$ cat src/sim_pkg.sv
package sim_pkg;
	localparam logic [11:0] SIM_CTRL_STATUS_ADDR = 12'h03a;  // index, byte address is four times it
	localparam logic [11:0] SIM_CTRL_STATUS_BYTE = 12'h0e8;
	localparam int          SIM_BIT_LOCKED       = 3;
	localparam int          SIM_BIT_LOWRST       = 2;
	localparam int          SIM_BIT_WARN         = 1;
	localparam int          SIM_BIT_IRQEN        = 0;
	localparam logic [7:0]  SIM_RESERVED_MASK    = 8'hf0;
	localparam logic        SIM_LOWRST_RESET     = 1'b0;
	localparam logic        SIM_IRQEN_RESET      = 1'b0;

	typedef enum logic [1:0] {
		SIM_THR_LOW    = 2'b00,
		SIM_THR_MEDIUM = 2'b01,
		SIM_THR_HIGH   = 2'b10
	} sim_thr_t;

	typedef struct packed {
		logic     lowSupplyEnable;
		sim_thr_t threshold;
	} sim_option_t;

	typedef struct packed {
		logic waitMode;
		logic haltMode;
		logic globalMask;
		logic irqAck;
		logic illegalOp;
		logic watchdogReset;
		logic powerOnReset;
		logic pllLocked;
	} sim_core_t;
endpackage

$ cat src/supply_integrity_monitor.sv
`timescale 1ns/100ps
`default_nettype none
module sim_supply_integrity_monitor (
	input  wire logic                 ref_clk,
	input  wire logic                 rst_n,
	input  wire logic                 psel,
	input  wire logic                 penable,
	input  wire logic                 pwrite,
	input  wire logic [11:0]          paddr,
	input  wire logic [31:0]          pwdata,
	output logic      [31:0]          prdata,
	output logic                      pready,
	output logic                      pslverr,
	input  wire sim_pkg::sim_option_t option,
	input  wire sim_pkg::sim_core_t   core,
	input  wire logic                 lowSupplyCmp,
	input  wire logic                 warnCmp,
	output var sim_pkg::sim_thr_t     thresholdSel,
	output logic                      chipReset,
	output logic                      resetPinOut,
	output logic                      resetPinOe,
	output logic                      clearWatchdogFlag,
	output logic                      warnIrq,
	output logic                      wakeRequest
);
	// ----------------------------------------
	// comparator synchronizers
	// ----------------------------------------
	logic lowSync1;
	logic lowSync2;
	logic warnSync1;
	logic warnSync2;
	logic warnPrev;

	// two flops per comparator, first stage read only by second
	always_ff @(posedge ref_clk or negedge rst_n) begin
		if (!rst_n) begin
			lowSync1  <= 1'b0;
			lowSync2  <= 1'b0;
			warnSync1 <= 1'b0;
			warnSync2 <= 1'b0;
		end else begin
			lowSync1  <= lowSupplyCmp;
			lowSync2  <= lowSync1;
			warnSync1 <= warnCmp;
			warnSync2 <= warnSync1;
		end
	end

	// ----------------------------------------
	// reset generation
	// ----------------------------------------
	wire lowReset  = option.lowSupplyEnable & lowSync2;
	wire warnLevel = option.lowSupplyEnable & warnSync2;
	wire warnEdge  = option.lowSupplyEnable & (warnSync2 ^ warnPrev);

	// warning threshold tracks the single option selection
	assign thresholdSel      = option.threshold;
	assign chipReset         = lowReset | core.illegalOp;
	assign resetPinOut       = 1'b0;
	assign resetPinOe        = ~lowReset;
	assign clearWatchdogFlag = lowReset;

	// ----------------------------------------
	// control/status register
	// ----------------------------------------
	logic lockFlag;
	logic lowRstFlag;
	logic irqEn;
	logic pending;

	wire addrHit  = (paddr == sim_pkg::SIM_CTRL_STATUS_BYTE);
	wire wrAccess = psel & penable & pwrite & addrHit;
	wire frozen   = core.haltMode;
	wire [7:0] regView = {4'h0, lockFlag, lowRstFlag, warnLevel, irqEn};

	// lock flag, cleared only by rst_n and by power-on reset
	always_ff @(posedge ref_clk or negedge rst_n) begin
		if (!rst_n) begin
			lockFlag <= 1'b0;
		end else if (core.powerOnReset) begin
			lockFlag <= 1'b0;
		end else if (core.pllLocked && !frozen) begin
			lockFlag <= 1'b1;
		end
	end

	// cause flag: set wins over a software clear, untouched by other resets
	always_ff @(posedge ref_clk or negedge rst_n) begin
		if (!rst_n) begin
			lowRstFlag <= sim_pkg::SIM_LOWRST_RESET;
		end else if (lowReset) begin
			lowRstFlag <= 1'b1;
		end else if (wrAccess && !frozen && !pwdata[sim_pkg::SIM_BIT_LOWRST]) begin
			lowRstFlag <= 1'b0;
		end
	end

	// enable bit, held through chip resets other than rst_n
	always_ff @(posedge ref_clk or negedge rst_n) begin
		if (!rst_n) begin
			irqEn <= sim_pkg::SIM_IRQEN_RESET;
		end else if (wrAccess && !frozen) begin
			irqEn <= pwdata[sim_pkg::SIM_BIT_IRQEN];
		end
	end

	// ----------------------------------------
	// interrupt request
	// ----------------------------------------
	// crossing sets pending; a new crossing beats a same-cycle acknowledge
	always_ff @(posedge ref_clk or negedge rst_n) begin
		if (!rst_n) begin
			warnPrev <= 1'b0;
			pending  <= 1'b0;
		end else begin
			warnPrev <= warnSync2;
			if (warnEdge && irqEn) begin
				pending <= 1'b1;
			end else if (core.irqAck || !irqEn || !option.lowSupplyEnable) begin
				pending <= 1'b0;
			end
		end
	end

	assign warnIrq     = pending & irqEn & ~core.globalMask & option.lowSupplyEnable;
	assign wakeRequest = pending & core.waitMode & ~core.haltMode;

	// ----------------------------------------
	// apb slave
	// ----------------------------------------
	assign pready  = 1'b1;
	assign pslverr = psel & penable & ~addrHit;

	// read data registered at the setup phase, zero at other setups, held in between
	always_ff @(posedge ref_clk or negedge rst_n) begin
		if (!rst_n) begin
			prdata <= 32'h0000_0000;
		end else if (psel && !penable && !pwrite && addrHit) begin
			prdata <= {24'h00_0000, regView};
		end else if (psel && !penable) begin
			prdata <= 32'h0000_0000;
		end
	end

	// ----------------------------------------
	// checks
	// ----------------------------------------
	// pin and chip reset follow a low reset
	a_pin_follows_low: assert property (@(posedge ref_clk) disable iff (!rst_n)
		lowReset |-> (!resetPinOe && chipReset))
		else $error("reset pin not low");

	// watchdog cause clear needs the option
	a_low_needs_option: assert property (@(posedge ref_clk) disable iff (!rst_n)
		!option.lowSupplyEnable |-> !clearWatchdogFlag)
		else $error("low reset without option");

	// low reset lags the comparator by two edges
	a_sync_two_stage: assert property (@(posedge ref_clk) disable iff (!rst_n)
		option.lowSupplyEnable && $stable(option.lowSupplyEnable) |-> lowReset == $past(lowSupplyCmp, 2))
		else $error("low sync depth wrong");

	// a low reset records its cause
	a_cause_sets: assert property (@(posedge ref_clk) disable iff (!rst_n)
		lowReset |=> lowRstFlag)
		else $error("cause flag not set");

	// upper read bits stay zero
	a_reserved_zero: assert property (@(posedge ref_clk) disable iff (!rst_n)
		prdata[31:4] == 28'h0)
		else $error("reserved bits nonzero");

	// mask or disabled enable blocks the request
	a_irq_masked: assert property (@(posedge ref_clk) disable iff (!rst_n)
		(core.globalMask || !irqEn) |-> !warnIrq)
		else $error("irq leaked");

	// a crossing shows up one cycle later
	a_crossing_raises: assert property (@(posedge ref_clk) disable iff (!rst_n)
		(warnEdge && irqEn) ##1 (irqEn && !core.globalMask && option.lowSupplyEnable) |-> warnIrq)
		else $error("crossing lost");

	// vector entry drops the pending request
	a_ack_clears: assert property (@(posedge ref_clk) disable iff (!rst_n)
		(core.irqAck && !warnEdge) |=> !pending)
		else $error("ack not cleared");

	// halt keeps enable and lock still
	a_halt_freeze: assert property (@(posedge ref_clk) disable iff (!rst_n)
		(core.haltMode && $past(core.haltMode) && !lowReset && !core.powerOnReset) |-> $stable(irqEn) && $stable(lockFlag))
		else $error("register moved in halt");

	// power-on reset clears the lock flag
	a_lock_clear: assert property (@(posedge ref_clk) disable iff (!rst_n)
		core.powerOnReset |=> !lockFlag)
		else $error("lock not cleared");

	// ----------------------------------------
	// reset path checks
	// ----------------------------------------
	// low reset clears a standing watchdog cause
	a_wd_flag_clear: assert property (@(posedge ref_clk) disable iff (!rst_n)
		(lowReset && core.watchdogReset) |-> clearWatchdogFlag)
		else $error("watchdog cause kept");

	// watchdog cause clear only from low reset
	a_wd_only_low: assert property (@(posedge ref_clk) disable iff (!rst_n)
		clearWatchdogFlag |-> lowReset)
		else $error("watchdog cause cleared without low reset");

	// pin released when no low reset
	a_pin_released: assert property (@(posedge ref_clk) disable iff (!rst_n)
		!lowReset |-> resetPinOe)
		else $error("reset pin driven without cause");

	// driven level of the pin is always low
	a_pin_value_low: assert property (@(posedge ref_clk) disable iff (!rst_n)
		resetPinOut == 1'b0)
		else $error("reset pin driven high");

	// illegal opcode reaches the chip reset
	a_illegal_resets: assert property (@(posedge ref_clk) disable iff (!rst_n)
		core.illegalOp |-> chipReset)
		else $error("illegal op without reset");

	// chip reset has a known source
	a_reset_sources: assert property (@(posedge ref_clk) disable iff (!rst_n)
		chipReset |-> (lowReset || core.illegalOp))
		else $error("chip reset without source");

	// no low reset with the option off
	a_no_low_off: assert property (@(posedge ref_clk) disable iff (!rst_n)
		!option.lowSupplyEnable |-> !lowReset)
		else $error("low reset with option off");

	// pin stays released with the option off
	a_pin_needs_option: assert property (@(posedge ref_clk) disable iff (!rst_n)
		!option.lowSupplyEnable |-> resetPinOe)
		else $error("reset pin driven with option off");

	// ----------------------------------------
	// warning path checks
	// ----------------------------------------
	// raw warning synchronizer depth
	a_warn_sync_raw: assert property (@(posedge ref_clk) disable iff (!rst_n)
		warnSync2 == $past(warnCmp, 2))
		else $error("warn sync depth wrong");

	// warning flag tracks the comparator level
	a_warn_sync_depth: assert property (@(posedge ref_clk) disable iff (!rst_n)
		option.lowSupplyEnable && $stable(option.lowSupplyEnable) |-> warnLevel == $past(warnCmp, 2))
		else $error("warn flag not real time");

	// warning flag and request dead with option off
	a_warn_dead_off: assert property (@(posedge ref_clk) disable iff (!rst_n)
		!option.lowSupplyEnable |-> (!warnLevel && !warnIrq))
		else $error("warning active with option off");

	// enabled crossing sets pending
	a_crossing_pend: assert property (@(posedge ref_clk) disable iff (!rst_n)
		(warnEdge && irqEn) |=> pending)
		else $error("crossing not pending");

	// pending never rises without a crossing
	a_pend_no_source: assert property (@(posedge ref_clk) disable iff (!rst_n)
		(!pending && !(warnEdge && irqEn)) |=> !pending)
		else $error("pending without crossing");

	// disabling the enable drops pending
	a_en_off_drops: assert property (@(posedge ref_clk) disable iff (!rst_n)
		!irqEn |=> !pending)
		else $error("pending kept while disabled");

	// request needs pending and enable
	a_irq_needs_en: assert property (@(posedge ref_clk) disable iff (!rst_n)
		warnIrq |-> (pending && irqEn))
		else $error("request without pending");

	// unmasked pending reaches the core
	a_irq_forward: assert property (@(posedge ref_clk) disable iff (!rst_n)
		(pending && irqEn && !core.globalMask && option.lowSupplyEnable) |-> warnIrq)
		else $error("request not forwarded");

	// pending wakes the core from wait
	a_wait_wakes: assert property (@(posedge ref_clk) disable iff (!rst_n)
		(pending && core.waitMode && !core.haltMode) |-> wakeRequest)
		else $error("no wake from wait");

	// no wake outside wait
	a_wake_idle: assert property (@(posedge ref_clk) disable iff (!rst_n)
		!core.waitMode |-> !wakeRequest)
		else $error("wake outside wait");

	// warning never wakes from halt
	a_no_halt_wake: assert property (@(posedge ref_clk) disable iff (!rst_n)
		core.haltMode |-> !wakeRequest)
		else $error("wake from halt");

	// ----------------------------------------
	// register checks
	// ----------------------------------------
	// software clear of the cause flag
	a_cause_sw_clear: assert property (@(posedge ref_clk) disable iff (!rst_n)
		(wrAccess && !frozen && !lowReset && !pwdata[sim_pkg::SIM_BIT_LOWRST]) |=> !lowRstFlag)
		else $error("cause flag not cleared");

	// cause flag moves only by low reset or clear
	a_cause_held: assert property (@(posedge ref_clk) disable iff (!rst_n)
		(!lowReset && !(wrAccess && !frozen && !pwdata[sim_pkg::SIM_BIT_LOWRST])) |=> $stable(lowRstFlag))
		else $error("cause flag moved");

	// halt holds the cause flag
	a_halt_cause_hold: assert property (@(posedge ref_clk) disable iff (!rst_n)
		(frozen && !lowReset) |=> $stable(lowRstFlag))
		else $error("cause flag moved in halt");

	// enable takes the written bit
	a_en_write: assert property (@(posedge ref_clk) disable iff (!rst_n)
		(wrAccess && !frozen) |=> irqEn == $past(pwdata[sim_pkg::SIM_BIT_IRQEN]))
		else $error("enable write lost");

	// enable holds without a write
	a_en_held: assert property (@(posedge ref_clk) disable iff (!rst_n)
		!(wrAccess && !frozen) |=> $stable(irqEn))
		else $error("enable moved");

	// writes in halt are ignored
	a_halt_no_write: assert property (@(posedge ref_clk) disable iff (!rst_n)
		(wrAccess && frozen) |=> $stable(irqEn))
		else $error("write taken in halt");

	// lock flag sets on lock outside halt
	a_lock_sets: assert property (@(posedge ref_clk) disable iff (!rst_n)
		(core.pllLocked && !frozen && !core.powerOnReset) |=> lockFlag)
		else $error("lock not set");

	// lock flag sticks until power-on reset
	a_lock_sticky: assert property (@(posedge ref_clk) disable iff (!rst_n)
		(lockFlag && !core.powerOnReset) |=> lockFlag)
		else $error("lock flag dropped");

	// halt holds the lock flag
	a_halt_lock_hold: assert property (@(posedge ref_clk) disable iff (!rst_n)
		(frozen && !core.powerOnReset) |=> $stable(lockFlag))
		else $error("lock flag moved in halt");

	// ----------------------------------------
	// bus checks
	// ----------------------------------------
	// read returns the register view
	a_read_data: assert property (@(posedge ref_clk) disable iff (!rst_n)
		(psel && !penable && !pwrite && addrHit) |=> prdata[7:0] == $past(regView))
		else $error("read data wrong");

	// read shows the live warning flag
	a_warn_bit_read: assert property (@(posedge ref_clk) disable iff (!rst_n)
		(psel && !penable && !pwrite && addrHit) |=> prdata[sim_pkg::SIM_BIT_WARN] == $past(warnLevel))
		else $error("warn bit read wrong");

	// read data stands through the access phase
	a_read_stands: assert property (@(posedge ref_clk) disable iff (!rst_n)
		(psel && penable) |=> $stable(prdata))
		else $error("read data moved");

	// unmapped setup gives zero data
	a_unmapped_zero: assert property (@(posedge ref_clk) disable iff (!rst_n)
		(psel && !penable && !addrHit) |=> prdata == 32'h0000_0000)
		else $error("unmapped data nonzero");

	// unmapped access reports an error
	a_err_unmapped: assert property (@(posedge ref_clk) disable iff (!rst_n)
		(psel && penable && !addrHit) |-> pslverr)
		else $error("unmapped without error");

	// mapped access never reports an error
	a_err_mapped: assert property (@(posedge ref_clk) disable iff (!rst_n)
		addrHit |-> !pslverr)
		else $error("error on mapped access");
endmodule
`default_nettype wire

$ cat config.mk
export PLATFORM = sky130hd
export DESIGN_NAME = sim_supply_integrity_monitor
export DESIGN_NICKNAME = d
export VERILOG_FILES = /design/src/sim_pkg.sv /design/src/supply_integrity_monitor.sv
export SDC_FILE = /design/constraint.sdc
export NUM_CORES = 1
export LEC_CHECK = 0
export ABC_AREA = 1
export ABC_CLOCK_PERIOD_IN_PS = 2000
export BUFFER_PORTS_ARGS = -buffer_cell sky130_fd_sc_hd__buf_2
export CORE_UTILIZATION = 36
export DETAILED_ROUTE_END_ITERATION = 10
export GPL_ROUTABILITY_DRIVEN = 0
export GPL_TIMING_DRIVEN = 0
export HOLD_SLACK_MARGIN = 0.05
export PLACE_DENSITY_LB_ADDON = 0.3
export SLEW_MARGIN = 20
export SYNTH_ARGS = -nofsm -noshare
export SYNTH_HDL_FRONTEND = slang
export SYNTH_SLANG_ARGS = --single-unit
$ cat constraint.sdc
create_clock -name ref_clk -period 2 [get_ports ref_clk]
set_input_delay 0 -clock ref_clk [delete_from_list [all_inputs] [get_ports ref_clk]]
set_output_delay 0 -clock ref_clk [all_outputs]
set_load 0.01 [all_outputs]
# Word level (Yosys, flattened, before mapping)
# Index checks and enable logic that the tools add are counted.
# op_classes
multipliers	0
div	0
reduce_logical	19
n_eq_ne	1
order_cmp	0
n_addsub	0
shifts	0
muxes	8
n_bitwise	18
# op_table
cell	n
2-to-1 mux 32 bit	2
AND 1 bit	12
== test 12 x 8 -> 1 bit (second input constant)	1
nonzero test 2 bit	4
logical AND 1 bit	7
logical NOT 1 bit	6
2-to-1 mux 1 bit	6
NOT 1 bit	4
logical OR 1 bit	2
bitwise OR 1 bit	1
XOR 1 bit	1
# totals
out_inout_bits	42
mem_count	0
input_bits	62
ramBits	0
latchBits	0
rom_bits	0
wordCells	56
reg_bits	41

# Depth between registers and ports, before layout
# Gate-level depths: netlist of run 1.
# depth
depth_word	7
ltp_mapped	7
depth_no_buf	7

# Least setup slack after synthesis of run 1
# Ideal clock, no wire load.
# synth_path
path_type	register to output
start	register lowSync2
end	output chipReset
slack_ps	1126
t_arrival_ps	874
required_time_ps	2000
path_buffers	0
path_stages_with_launch	4
cell_sequence	dfrtp_1 > nand2_1 > inv_1 > or2_2
# synth_via
elab_chain_len	2
# synth_rtl
element	line_no	text
from (decl)	supply_integrity_monitor.sv:30	logic lowSync2;
from (signal assigned)	supply_integrity_monitor.sv:44	lowSync2 <= lowSync1;
AND 1 bit	supply_integrity_monitor.sv:53	wire lowReset = option.lowSupplyEnable & lowSync2;
named net clearWatchdogFlag	supply_integrity_monitor.sv:22	output logic clearWatchdogFlag,
bitwise OR 1 bit	supply_integrity_monitor.sv:59	assign chipReset = lowReset | core.illegalOp;
to (decl)	supply_integrity_monitor.sv:19	output logic chipReset,
# The timed path passes the listed nets, and every way through them passes these cells.

==> run_results.csv, run 1 <==
group,metric,value,unit
yosys,yosys-top-cells-count,"buf_4 (32), nand2_1 (19), inv_1 (14)",
sta,hold_ws,0.0809,ns
yosys,yosysTopAreaCellShare,36.0,%
clock_network,clk_path_buf_depth,2,
route,wirelength,1800,microns
yosys,syn_area,903,sq um
yosys,synth-edff-count,0,
route,drtPass1Iterations,4,
setup_path,path_max_fanout,2,
layout,drive_gt1_share,47.1,%
worst_hold_path,hold_path.class,"in -> reg",
setup_path,worst_r2r_path_depth,4,
yosys,ys.flop_type,"dfrtp_1",
job,maxCapViolCount,0,
setup_path,cp.required,2.20,ns
floorplanning,start_util,39.3,%
worst_hold_path,min-delay-start,"pwrite",
floorplanning,fp.dieH,52.1,microns
setup_path,r2r-start,"pending$_DFFE_PN0P_",
yosys,async_flop_share,100,%
global_route,grt_pass1_vias,782,
route,drc,0,
yosys,ys_warn_count,0,
run_status,status,"completed",
global_route,grt_max_degree,14,
setup_path,path_class,"reg -> reg",
clock_network,cts_sinks,13,
route,routed_via_density,3.74,
floorplanning,core,2300,sq um
sta,finalSetupViolCount,0,
setup_path,worstSetupStartpointType,"register",
sta,clock.fmax,694,MHz
setup_path,r2r_end,"pending$_DFFE_PN0P_",
layout,utilization,59.6,%
route,drtAntennaViolNets,0,
place,port_buffers,40,
clock_network,clk_latency,0.26,ns
yosys,ys_seq_area_share,36.0,%
power,ir_worst_vdd,0.405,mV
place,dpl.hpwl,1550,microns
clock_network,cts_root_buf,"clkbuf_4",
clock_network,cts_tree,"built",
yosys,ys_ff_latch,13,
layout,diodes,0,
yosys,netlist_top_cells_area,"dfrtp_1 (36%), buf_4 (27%), nand2_1 (7.9%)",
floorplanning,placementRows,17,
floorplanning,chipWidth,52.1,microns
floorplanning,ios,104,
clock_network,htreeDepth,1,
worst_hold_path,holdPathEnd,"prdata[2]$_DFFE_PN0P_",
clock_network,clk_pin_slew,0.07,ns
floorplanning,fp.dieArea,2710,sq um
yosys,ys_types,20,
sta,tns,0,ns
sta,rsz0062_at_grt,"false",
sta,worst_clock_skew,0.00115,ns
layout,seq_area,325,sq um
worst_hold_path,whs_path_depth,4,
sta,timing.final.crit_share,72.0,%
route,wire_per_inst,8.21,microns
setup_path,arrival,1.64,ns
clock_network,cts-resized-gates,0,
setup_path,reg2reg_slack,0.56,ns
sta,hold_viol,0,
global_route,grt_pass1_wl,2880,microns
yosys,yosys.area.top_type,"dfrtp_1",
sta,setup_slack,0.559,ns
sta,layout_min_cycle_time,1.44,ns
global_route,antenna_found_initial,0,
layout,final_nets,254,
power,p_leak,0.814,nW
layout,fillers,208,
layout,multi_input_area,390,sq um
layout,design_area,1370,sq um
yosys,yosysMostFrequentCell,"buf_4",
sta,slew_violations,0,
yosys,synth_cells,109,
clock_network,cts_made_buffers,3,
route,num_vias,818,
setup_path,endpoint_kind,"register",
layout,areaGrowthSynthToFinish,51.7,%
place,place_area,1240,sq um
route,drt_iter0_drc,9,
global_route,grt_remaining_overflow,0,
yosys,synth.avg_cell_area,8.29,sq um
power,powerDensity,425,nW/um^2
place,place_ws,1.07,ns
global_route,grt_usage,14.4,%
[per-layer routing]
metal  routed length [microns]  vias up  part of all wire (%)  global-route usage, %
met3                       149        4                   8.3                   2.34
met2                      1030       43                    57                   29.9
met4                        34        0                   1.9                   7.21
li1                          -      429                     -                      -
met1                       586      342                    33                   12.7
met5                         0        -                     0                      0
[sequential cells by signal, indices dropped and copies added (netlist names)]
signal	count
lowSync1	1
lowRstFlag	1
irqEn	1
warnSync2	1
warnSync1	1
lockFlag	1
lowSync2	1
pending	1
prdata	4
warnPrev	1
[stage by stage]
stage | power (mW) | cells
4_1_cts | 0.590 | 219
3_5_place_dp | 0.421 | 205
6_report | 0.583 | 219
5_1_grt | 0.618 | 219
2_1_floorplan | 0.374 | 137
3_3_place_gp | 0.418 | 205
[logic make-up (layout without fill, tap and decap cells)]
group	count (synthesis)	in the layout	share of synthesized area [%]
DFF	13	13	36.0
xor gates and xnor gates	1	1	0.970
and+or+nand+nor	40	40	24.2
AOI/OAI and AO/OA	7	7	5.54
other	2	30	0.831
buffers and inverters	46	100	32.4
[cell usage in the layout (no fill, tap or decap), drive strengths merged]
master,instances
buf,72
conb,30
nand2,20
inv,14
dfrtp,13
nor2,11
dlygate4sd3,10
o21ai,5
clkbuf,4
nand3,3
nor3,2
or2,2
a21oi,2
nand4,2
xnor2,1
[power breakdown]
| group | switching, mW | leakage [nW] | internal, mW |
|---|---|---|---|
| clock | 0.0766 | 0.0150 | 0.0770 |
| sequential | 0.00226 | 0.164 | 0.269 |
| combinational | 0.0738 | 0.635 | 0.0840 |
| total | 0.153 | 0.814 | 0.430 |
[timing repair]
action                                 in CTS  in global routing
buffers inserted                            0                  0
endpoints found under the hold margin      20                  0
hold buffers                               10                  0
[worst max-delay path by stage]
stage / startpoint / endpoint / slack (ns) / depth (start not counted)
floorplan: lowSync2$_DFF_PN0_ / chipReset / 1.13 / 3
global placement: lowSync2$_DFF_PN0_ / chipReset / 1.12 / 4
detailed placement: lowSync2$_DFF_PN0_ / chipReset / 1.07 / 4
CTS: pending$_DFFE_PN0P_ / pending$_DFFE_PN0P_ / 0.57 / 4
global route: pending$_DFFE_PN0P_ / pending$_DFFE_PN0P_ / 0.48 / 4
finish: pending$_DFFE_PN0P_ / pending$_DFFE_PN0P_ / 0.56 / 4
[layout make-up]
cell class              count  share of cell area, %
plain buffers              32                   17.5
clock buffers               4                   1.92
inverters                  14                   3.84
multi-input cells          78                   28.5
flip-flops and latches     13                   23.7
well taps                  28                   2.56
repair buffers             50                   21.9
[worst max-delay path, cell delays in order (launching register included)]
cell           delay, ns
dfrtp_1             0.34
inv_1               0.05
or2_2               0.27
a21oi_1             0.14
dlygate4sd3_1       0.57
Power figures use the tool's default switching activity.
==> run 2: changes to the inputs <==
--- a/config.mk
+++ b/config.mk
@@ -6,9 +6,9 @@
 export NUM_CORES = 1
 export LEC_CHECK = 0
 export ABC_AREA = 1
-export ABC_CLOCK_PERIOD_IN_PS = 2000
+export ABC_CLOCK_PERIOD_IN_PS = 1400
 export BUFFER_PORTS_ARGS = -buffer_cell sky130_fd_sc_hd__buf_2
-export CORE_UTILIZATION = 36
+export CORE_UTILIZATION = 33
 export DETAILED_ROUTE_END_ITERATION = 10
 export GPL_ROUTABILITY_DRIVEN = 0
 export GPL_TIMING_DRIVEN = 0
==> constraint.sdc (replaced) <==
create_clock -name ref_clk -period 1.4 [get_ports ref_clk]
set_input_delay 0 -clock ref_clk [delete_from_list [all_inputs] [get_ports ref_clk]]
set_output_delay 0 -clock ref_clk [all_outputs]
set_load 0.01 [all_outputs]
==> run_results.csv, run 2 (same netlist as run 1, synthesis figures left out) <==
group,metric,value,unit
power,ir_worst_vdd,0.645,mV
clock_network,cts_root_buf,"clkbuf_4",
floorplanning,core,2520,sq um
route,wire_per_inst,8.05,microns
layout,diodes,0,
setup_path,worstSetupStartpointType,"input pin",
layout,utilization,53.6,%
setup_path,worst_r2r_path_depth,3,
floorplanning,chipWidth,54.3,microns
layout,largest_reg_flops,4,
layout,fillers,246,
sta,hold_viol,0,
route,drtAntennaViolNets,0,
clock_network,hold_buffers,8,
route,num_vias,811,
global_route,grt_max_degree,14,
sta,tns,0,ns
global_route,antenna_found_initial,0,
floorplanning,fp.dieArea,2950,sq um
global_route,grt_usage,11.9,%
layout,max_flop_register,"prdata",
floorplanning,ios,104,
worst_hold_path,whs_path_depth,5,
sta,timing.final.crit_share,88.6,%
route,drtPass1Iterations,2,
layout,design_area,1350,sq um
clock_network,clk_latency,0.26,ns
sta,rsz0062_at_grt,"false",
setup_path,cp.required,1.40,ns
layout,final_nets,252,
job,maxCapViolCount,0,
layout,final_cell_mix,"buf_2 (40), buf_4 (32), conb_1 (30), nand2_1 (19), inv_1 (14)",
setup_path,endpoint_kind,"output pin",
setup_path,arrival,1.24,ns
layout,multi_input_area,390,sq um
sta,layout_min_cycle_time,1.24,ns
power,powerDensity,614,nW/um^2
clock_network,cts_made_buffers,3,
run_status,status,"completed",
floorplanning,placementRows,18,
clock_network,clk_pin_slew,0.07,ns
setup_path,path_class,"in -> out",
global_route,grt_pass1_wl,2460,microns
setup_path,path_max_fanout,3,
layout,seq_area,325,sq um
route,routed_via_density,3.70,
floorplanning,fp.dieH,54.3,microns
sta,worst_clock_skew,0.00174,ns
sta,slew_violations,0,
sta,clock.fmax,806,MHz
layout,drive_gt1_share,47.6,%
place,dpl.hpwl,1510,microns
sta,finalSetupViolCount,0,
place,port_buffers,40,
clock_network,htreeDepth,1,
layout,areaGrowthSynthToFinish,49.7,%
clock_network,cts_setup_buffers,0,
route,drt_iter0_drc,7,
clock_network,cts_tree,"built",
route,drc,0,
place,place_area,1250,sq um
route,wirelength,1760,microns
floorplanning,start_util,35.8,%
worst_hold_path,hold_path.class,"in -> reg",
global_route,grt_remaining_overflow,0,
clock_network,cts_sinks,13,
power,p_leak,0.805,nW
clock_network,cts-resized-gates,0,
clock_network,clk_path_buf_depth,2,
global_route,grt_pass1_vias,668,
layout,final_common_cell,"buf_2",
==> run 2: cell count changes in the layout (fill, tap and decap cells not counted) <==
cell           before  now
dlygate4sd3_1      10    8
==> run 2: power breakdown <==
part	switching, mW	internal [mW]
Combinational	0.106	0.120
Sequential	0.00339	0.384
Clock	0.106	0.110
Total	0.216	0.615
==> run 2: cell type report <==
cell class	count	share of cell area, %
plain buffers	32	17.8
inverters	14	3.89
clock buffers	4	1.94
well taps	30	2.78
multi-input cells	78	28.9
flip-flops and latches	13	24.1
repair buffers	48	20.7
==> run 2: through the flow <==
stage,total power [mW],cells,setup slack [ns],hold WS [ns]
floorplan,0.534,137,0.526,-0.296
global placement,0.597,207,0.501,-0.111
detailed placement,0.602,207,0.498,-0.102
CTS,0.844,219,0.169,0.0572
global route,0.888,219,0.108,0.0696
finish,0.831,219,0.160,0.0695
==> run 2: worst paths after layout <==
kind | from | end | slack (ns)
max | option[2] | chipReset | 0.16
min | pwdata[2] | lowRstFlag$_DFFE_PN0P_ | 0.07
max reg2reg | lockFlag$_DFFE_PN0P_ | lockFlag$_DFFE_PN0P_ | 0.24
min reg2reg | warnSync1$_DFF_PN0_ | warnSync2$_DFF_PN0_ | 0.36
max in group asynchronous | rst_n | pending$_DFFE_PN0P_ | 1.05
min in group asynchronous | rst_n | prdata[2]$_DFFE_PN0P_ | 0.13
==> run 2: routing by layer <==
| layer | wire length [microns] | part of all wire, % | track usage [%] | vias to the layer above |
|---|---|---|---|---|
| li1 | - | - | - | 427 |
| met1 | 680 | 39 | 11.1 | 334 |
| met2 | 895 | 51 | 24.0 | 46 |
| met3 | 163 | 9.2 | 1.94 | 4 |
| met4 | 25 | 1.4 | 5.98 | 0 |
| met5 | 0 | 0 | 0 | - |
==> run 2: worst max-delay path, stage by stage <==
cell and delay, ns:
dlygate4sd3_1 0.53, buf_2 0.14, nand2_1 0.10, inv_1 0.06, or2_2 0.27, buf_2 0.14
==> run 3: changes to the inputs <==
--- a/config.mk
+++ b/config.mk
@@ -6,9 +6,9 @@
 export NUM_CORES = 1
 export LEC_CHECK = 0
 export ABC_AREA = 1
-export ABC_CLOCK_PERIOD_IN_PS = 1400
+export ABC_CLOCK_PERIOD_IN_PS = 1050
 export BUFFER_PORTS_ARGS = -buffer_cell sky130_fd_sc_hd__buf_2
-export CORE_UTILIZATION = 33
+export CORE_UTILIZATION = 30
 export DETAILED_ROUTE_END_ITERATION = 10
 export GPL_ROUTABILITY_DRIVEN = 0
 export GPL_TIMING_DRIVEN = 0
==> constraint.sdc (replaced) <==
create_clock -name ref_clk -period 1.05 [get_ports ref_clk]
set_input_delay 0 -clock ref_clk [delete_from_list [all_inputs] [get_ports ref_clk]]
set_output_delay 0 -clock ref_clk [all_outputs]
set_load 0.01 [all_outputs]
==> run_results.csv, run 3 (same netlist as run 1, synthesis figures left out) <==
group,metric,value,unit
setup_path,path_buf_inv,2,
layout,seq_area,325,sq um
global_route,grt_pass1_wl,2910,microns
layout,multi_input_area,403,sq um
power,powerDensity,803,nW/um^2
layout,final_cell_mix,"buf_2 (39), buf_4 (35), conb_1 (30), nand2_1 (17)",
layout,design_area,1410,sq um
sta,rsz0062_at_grt,"true",
power,ir_worst_vdd,0.670,mV
global_route,grt_max_degree,14,
place,dpl.hpwl,1500,microns
sta,layout_min_cycle_time,1.09,ns
global_route,grt_usage,11.6,%
sta,slew_violations,0,
floorplanning,placementRows,19,
setup_path,path_class,"reg -> out",
run_status,violations,"design-rule violations, negative setup slack",
setup_path,worst_r2r_path_depth,3,
layout,layout.cells.non_filler,224,
sta,clock.fmax,917,MHz
layout,areaGrowthSynthToFinish,55.8,%
sta,hold_viol,0,
place,place_area,1250,sq um
layout,final_nets,256,
setup_path,reg2reg_slack,0.18,ns
setup_path,arrival,1.09,ns
route,drtPass1Iterations,7,
clock_network,clk_latency,0.27,ns
layout,final_common_cell,"buf_2",
setup_path,cp_cell_sequence,"nand2_2 -> inv_2 -> or2_4 -> buf_6",
power,p_leak,0.834,nW
place,place_ws,0.145,ns
floorplanning,fp.dieArea,3230,sq um
sta,finalSetupViolCount,1,
setup_path,cp_num_cells,4,
setup_path,path_max_fanout,2,
setup_path,slowest_stage,"dfrtp_1",
clock_network,cts_tree,"built",
route,routed_via_density,3.74,
layout,largest_reg_flops,4,
clock_network,htreeDepth,1,
floorplanning,ios,104,
route,drt_iter0_drc,34,
setup_path,r2r-start,"pending$_DFFE_PN0P_",
clock_network,clk_path_buf_depth,2,
sta,worst_clock_skew,0.00366,ns
setup_path,cp.required,1.05,ns
setup_path,critical_path.startpoint,"lowSync2$_DFF_PN0_",
layout,diodes,0,
layout,drive_gt1_share,50.3,%
clock_network,cts_root_buf,"clkbuf_4",
worst_hold_path,min-delay-start,"pwdata[2]",
clock_network,cts_made_buffers,3,
sta,timing.final.crit_share,104,%
route,wirelength,1840,microns
setup_path,path_delay_family,"flip-flops",
setup_path,slowest_delay,0.38,ns
floorplanning,start_util,32.2,%
global_route,grt_pass1_vias,715,
setup_path,endpoint_kind,"output pin",
layout,max_flop_register,"prdata",
global_route,antenna_found_initial,0,
clock_network,clk_pin_slew,0.07,ns
place,dp.cells,208,
route,num_vias,837,
setup_path,worstSetupStartpointType,"register",
setup_path,crit_end,"chipReset",
job,maxCapViolCount,0,
global_route,grt_remaining_overflow,0,
floorplanning,chipWidth,56.9,microns
floorplanning,core,2810,sq um
setup_path,r2r_end,"pending$_DFFE_PN0P_",
route,wire_per_inst,8.21,microns
floorplanning,fp.dieH,56.9,microns
worst_hold_path,hold_path.class,"in -> reg",
layout,fillers,273,
run_status,status,"finished with violations",
route,drtAntennaViolNets,0,
sta,setup_slack,-0.0400,ns
clock_network,cts_sinks,13,
route,drc,18,
place,port_buffers,40,
run 3: changes by cell type in the layout (fill, tap and decap cells not counted):
cell	before	now
buf_4	32	35
nand2_1	19	17
nand2_2	1	3
buf_2	40	39
buf_6	0	1
dlymetal6s4s_1	0	1
inv_1	14	13
inv_2	0	1
nor3_1	2	1
nor3_2	0	1
or2_2	2	1
or2_4	0	1
run 3: metal layers:
metal	part of all wire (%)	routed length [microns]	global-route usage, %	vias up
li1	-	-	-	437
met1	36	666	12.9	352
met2	51	932	21.1	46
met3	12	224	3.23	2
met4	0.76	14	4.18	0
met5	0	0	0	-
run 3: what timing repair did:
action                                 in CTS  in global routing
gates resized for setup                     4                  3
hold buffers                                9                  0
setup buffers                               3                  0
endpoints found under the hold margin      19                  0
pin swaps                                   1                  0
setup endpoints to repair                   2                  2
run 3: stage by stage:
step | setup TNS, ns | hold WS, ns | power [mW] | util [%]
final | -0.0400 | 0.0534 | 1.13 | 50.2
after global routing | -0.107 | 0.0743 | 1.20 | 50.2
after CTS | -0.0566 | 0.0536 | 1.14 | 49.8
after detailed placement | 0 | -0.102 | 0.803 | 44.5
after global placement | 0 | -0.109 | 0.798 | 44.5
after floorplan | 0 | -0.296 | 0.712 | -
run 3: worst min-delay path by stage:
stage | endpoint | slack [ns] | cells after the start
2_1_floorplan | irqEn$_DFFE_PN0P_ | -0.30 | 0
3_3_place_gp | warnSync1$_DFF_PN0_ | -0.11 | 1
3_5_place_dp | lowSync1$_DFF_PN0_ | -0.10 | 1
4_1_cts | lowRstFlag$_DFFE_PN0P_ | 0.05 | 5
5_1_grt | lowRstFlag$_DFFE_PN0P_ | 0.07 | 5
6_report | lowRstFlag$_DFFE_PN0P_ | 0.05 | 5
run 3: where the power goes:
part           switching [mW]  internal, mW  leakage, nW
registers             0.00510         0.512        0.164
clock network           0.147         0.147       0.0150
logic                   0.147         0.172        0.655
run 3: area by class of cell:
| type | instances | share of cell area [%] |
|---|---|---|
| buffer | 32 | 17.1 |
| clock buffer | 4 | 1.87 |
| inverter | 14 | 3.73 |
| multi-input combinational | 78 | 28.6 |
| sequential | 13 | 23.1 |
| tap | 31 | 2.76 |
| timing repair buffer | 52 | 22.8 |
run 3: worst min-delay path, stage by stage:
cell and delay [ns]:
buf_2 0.07, inv_1 0.03, nand4_1 0.08, nand2_1 0.06, nand2_1 0.05
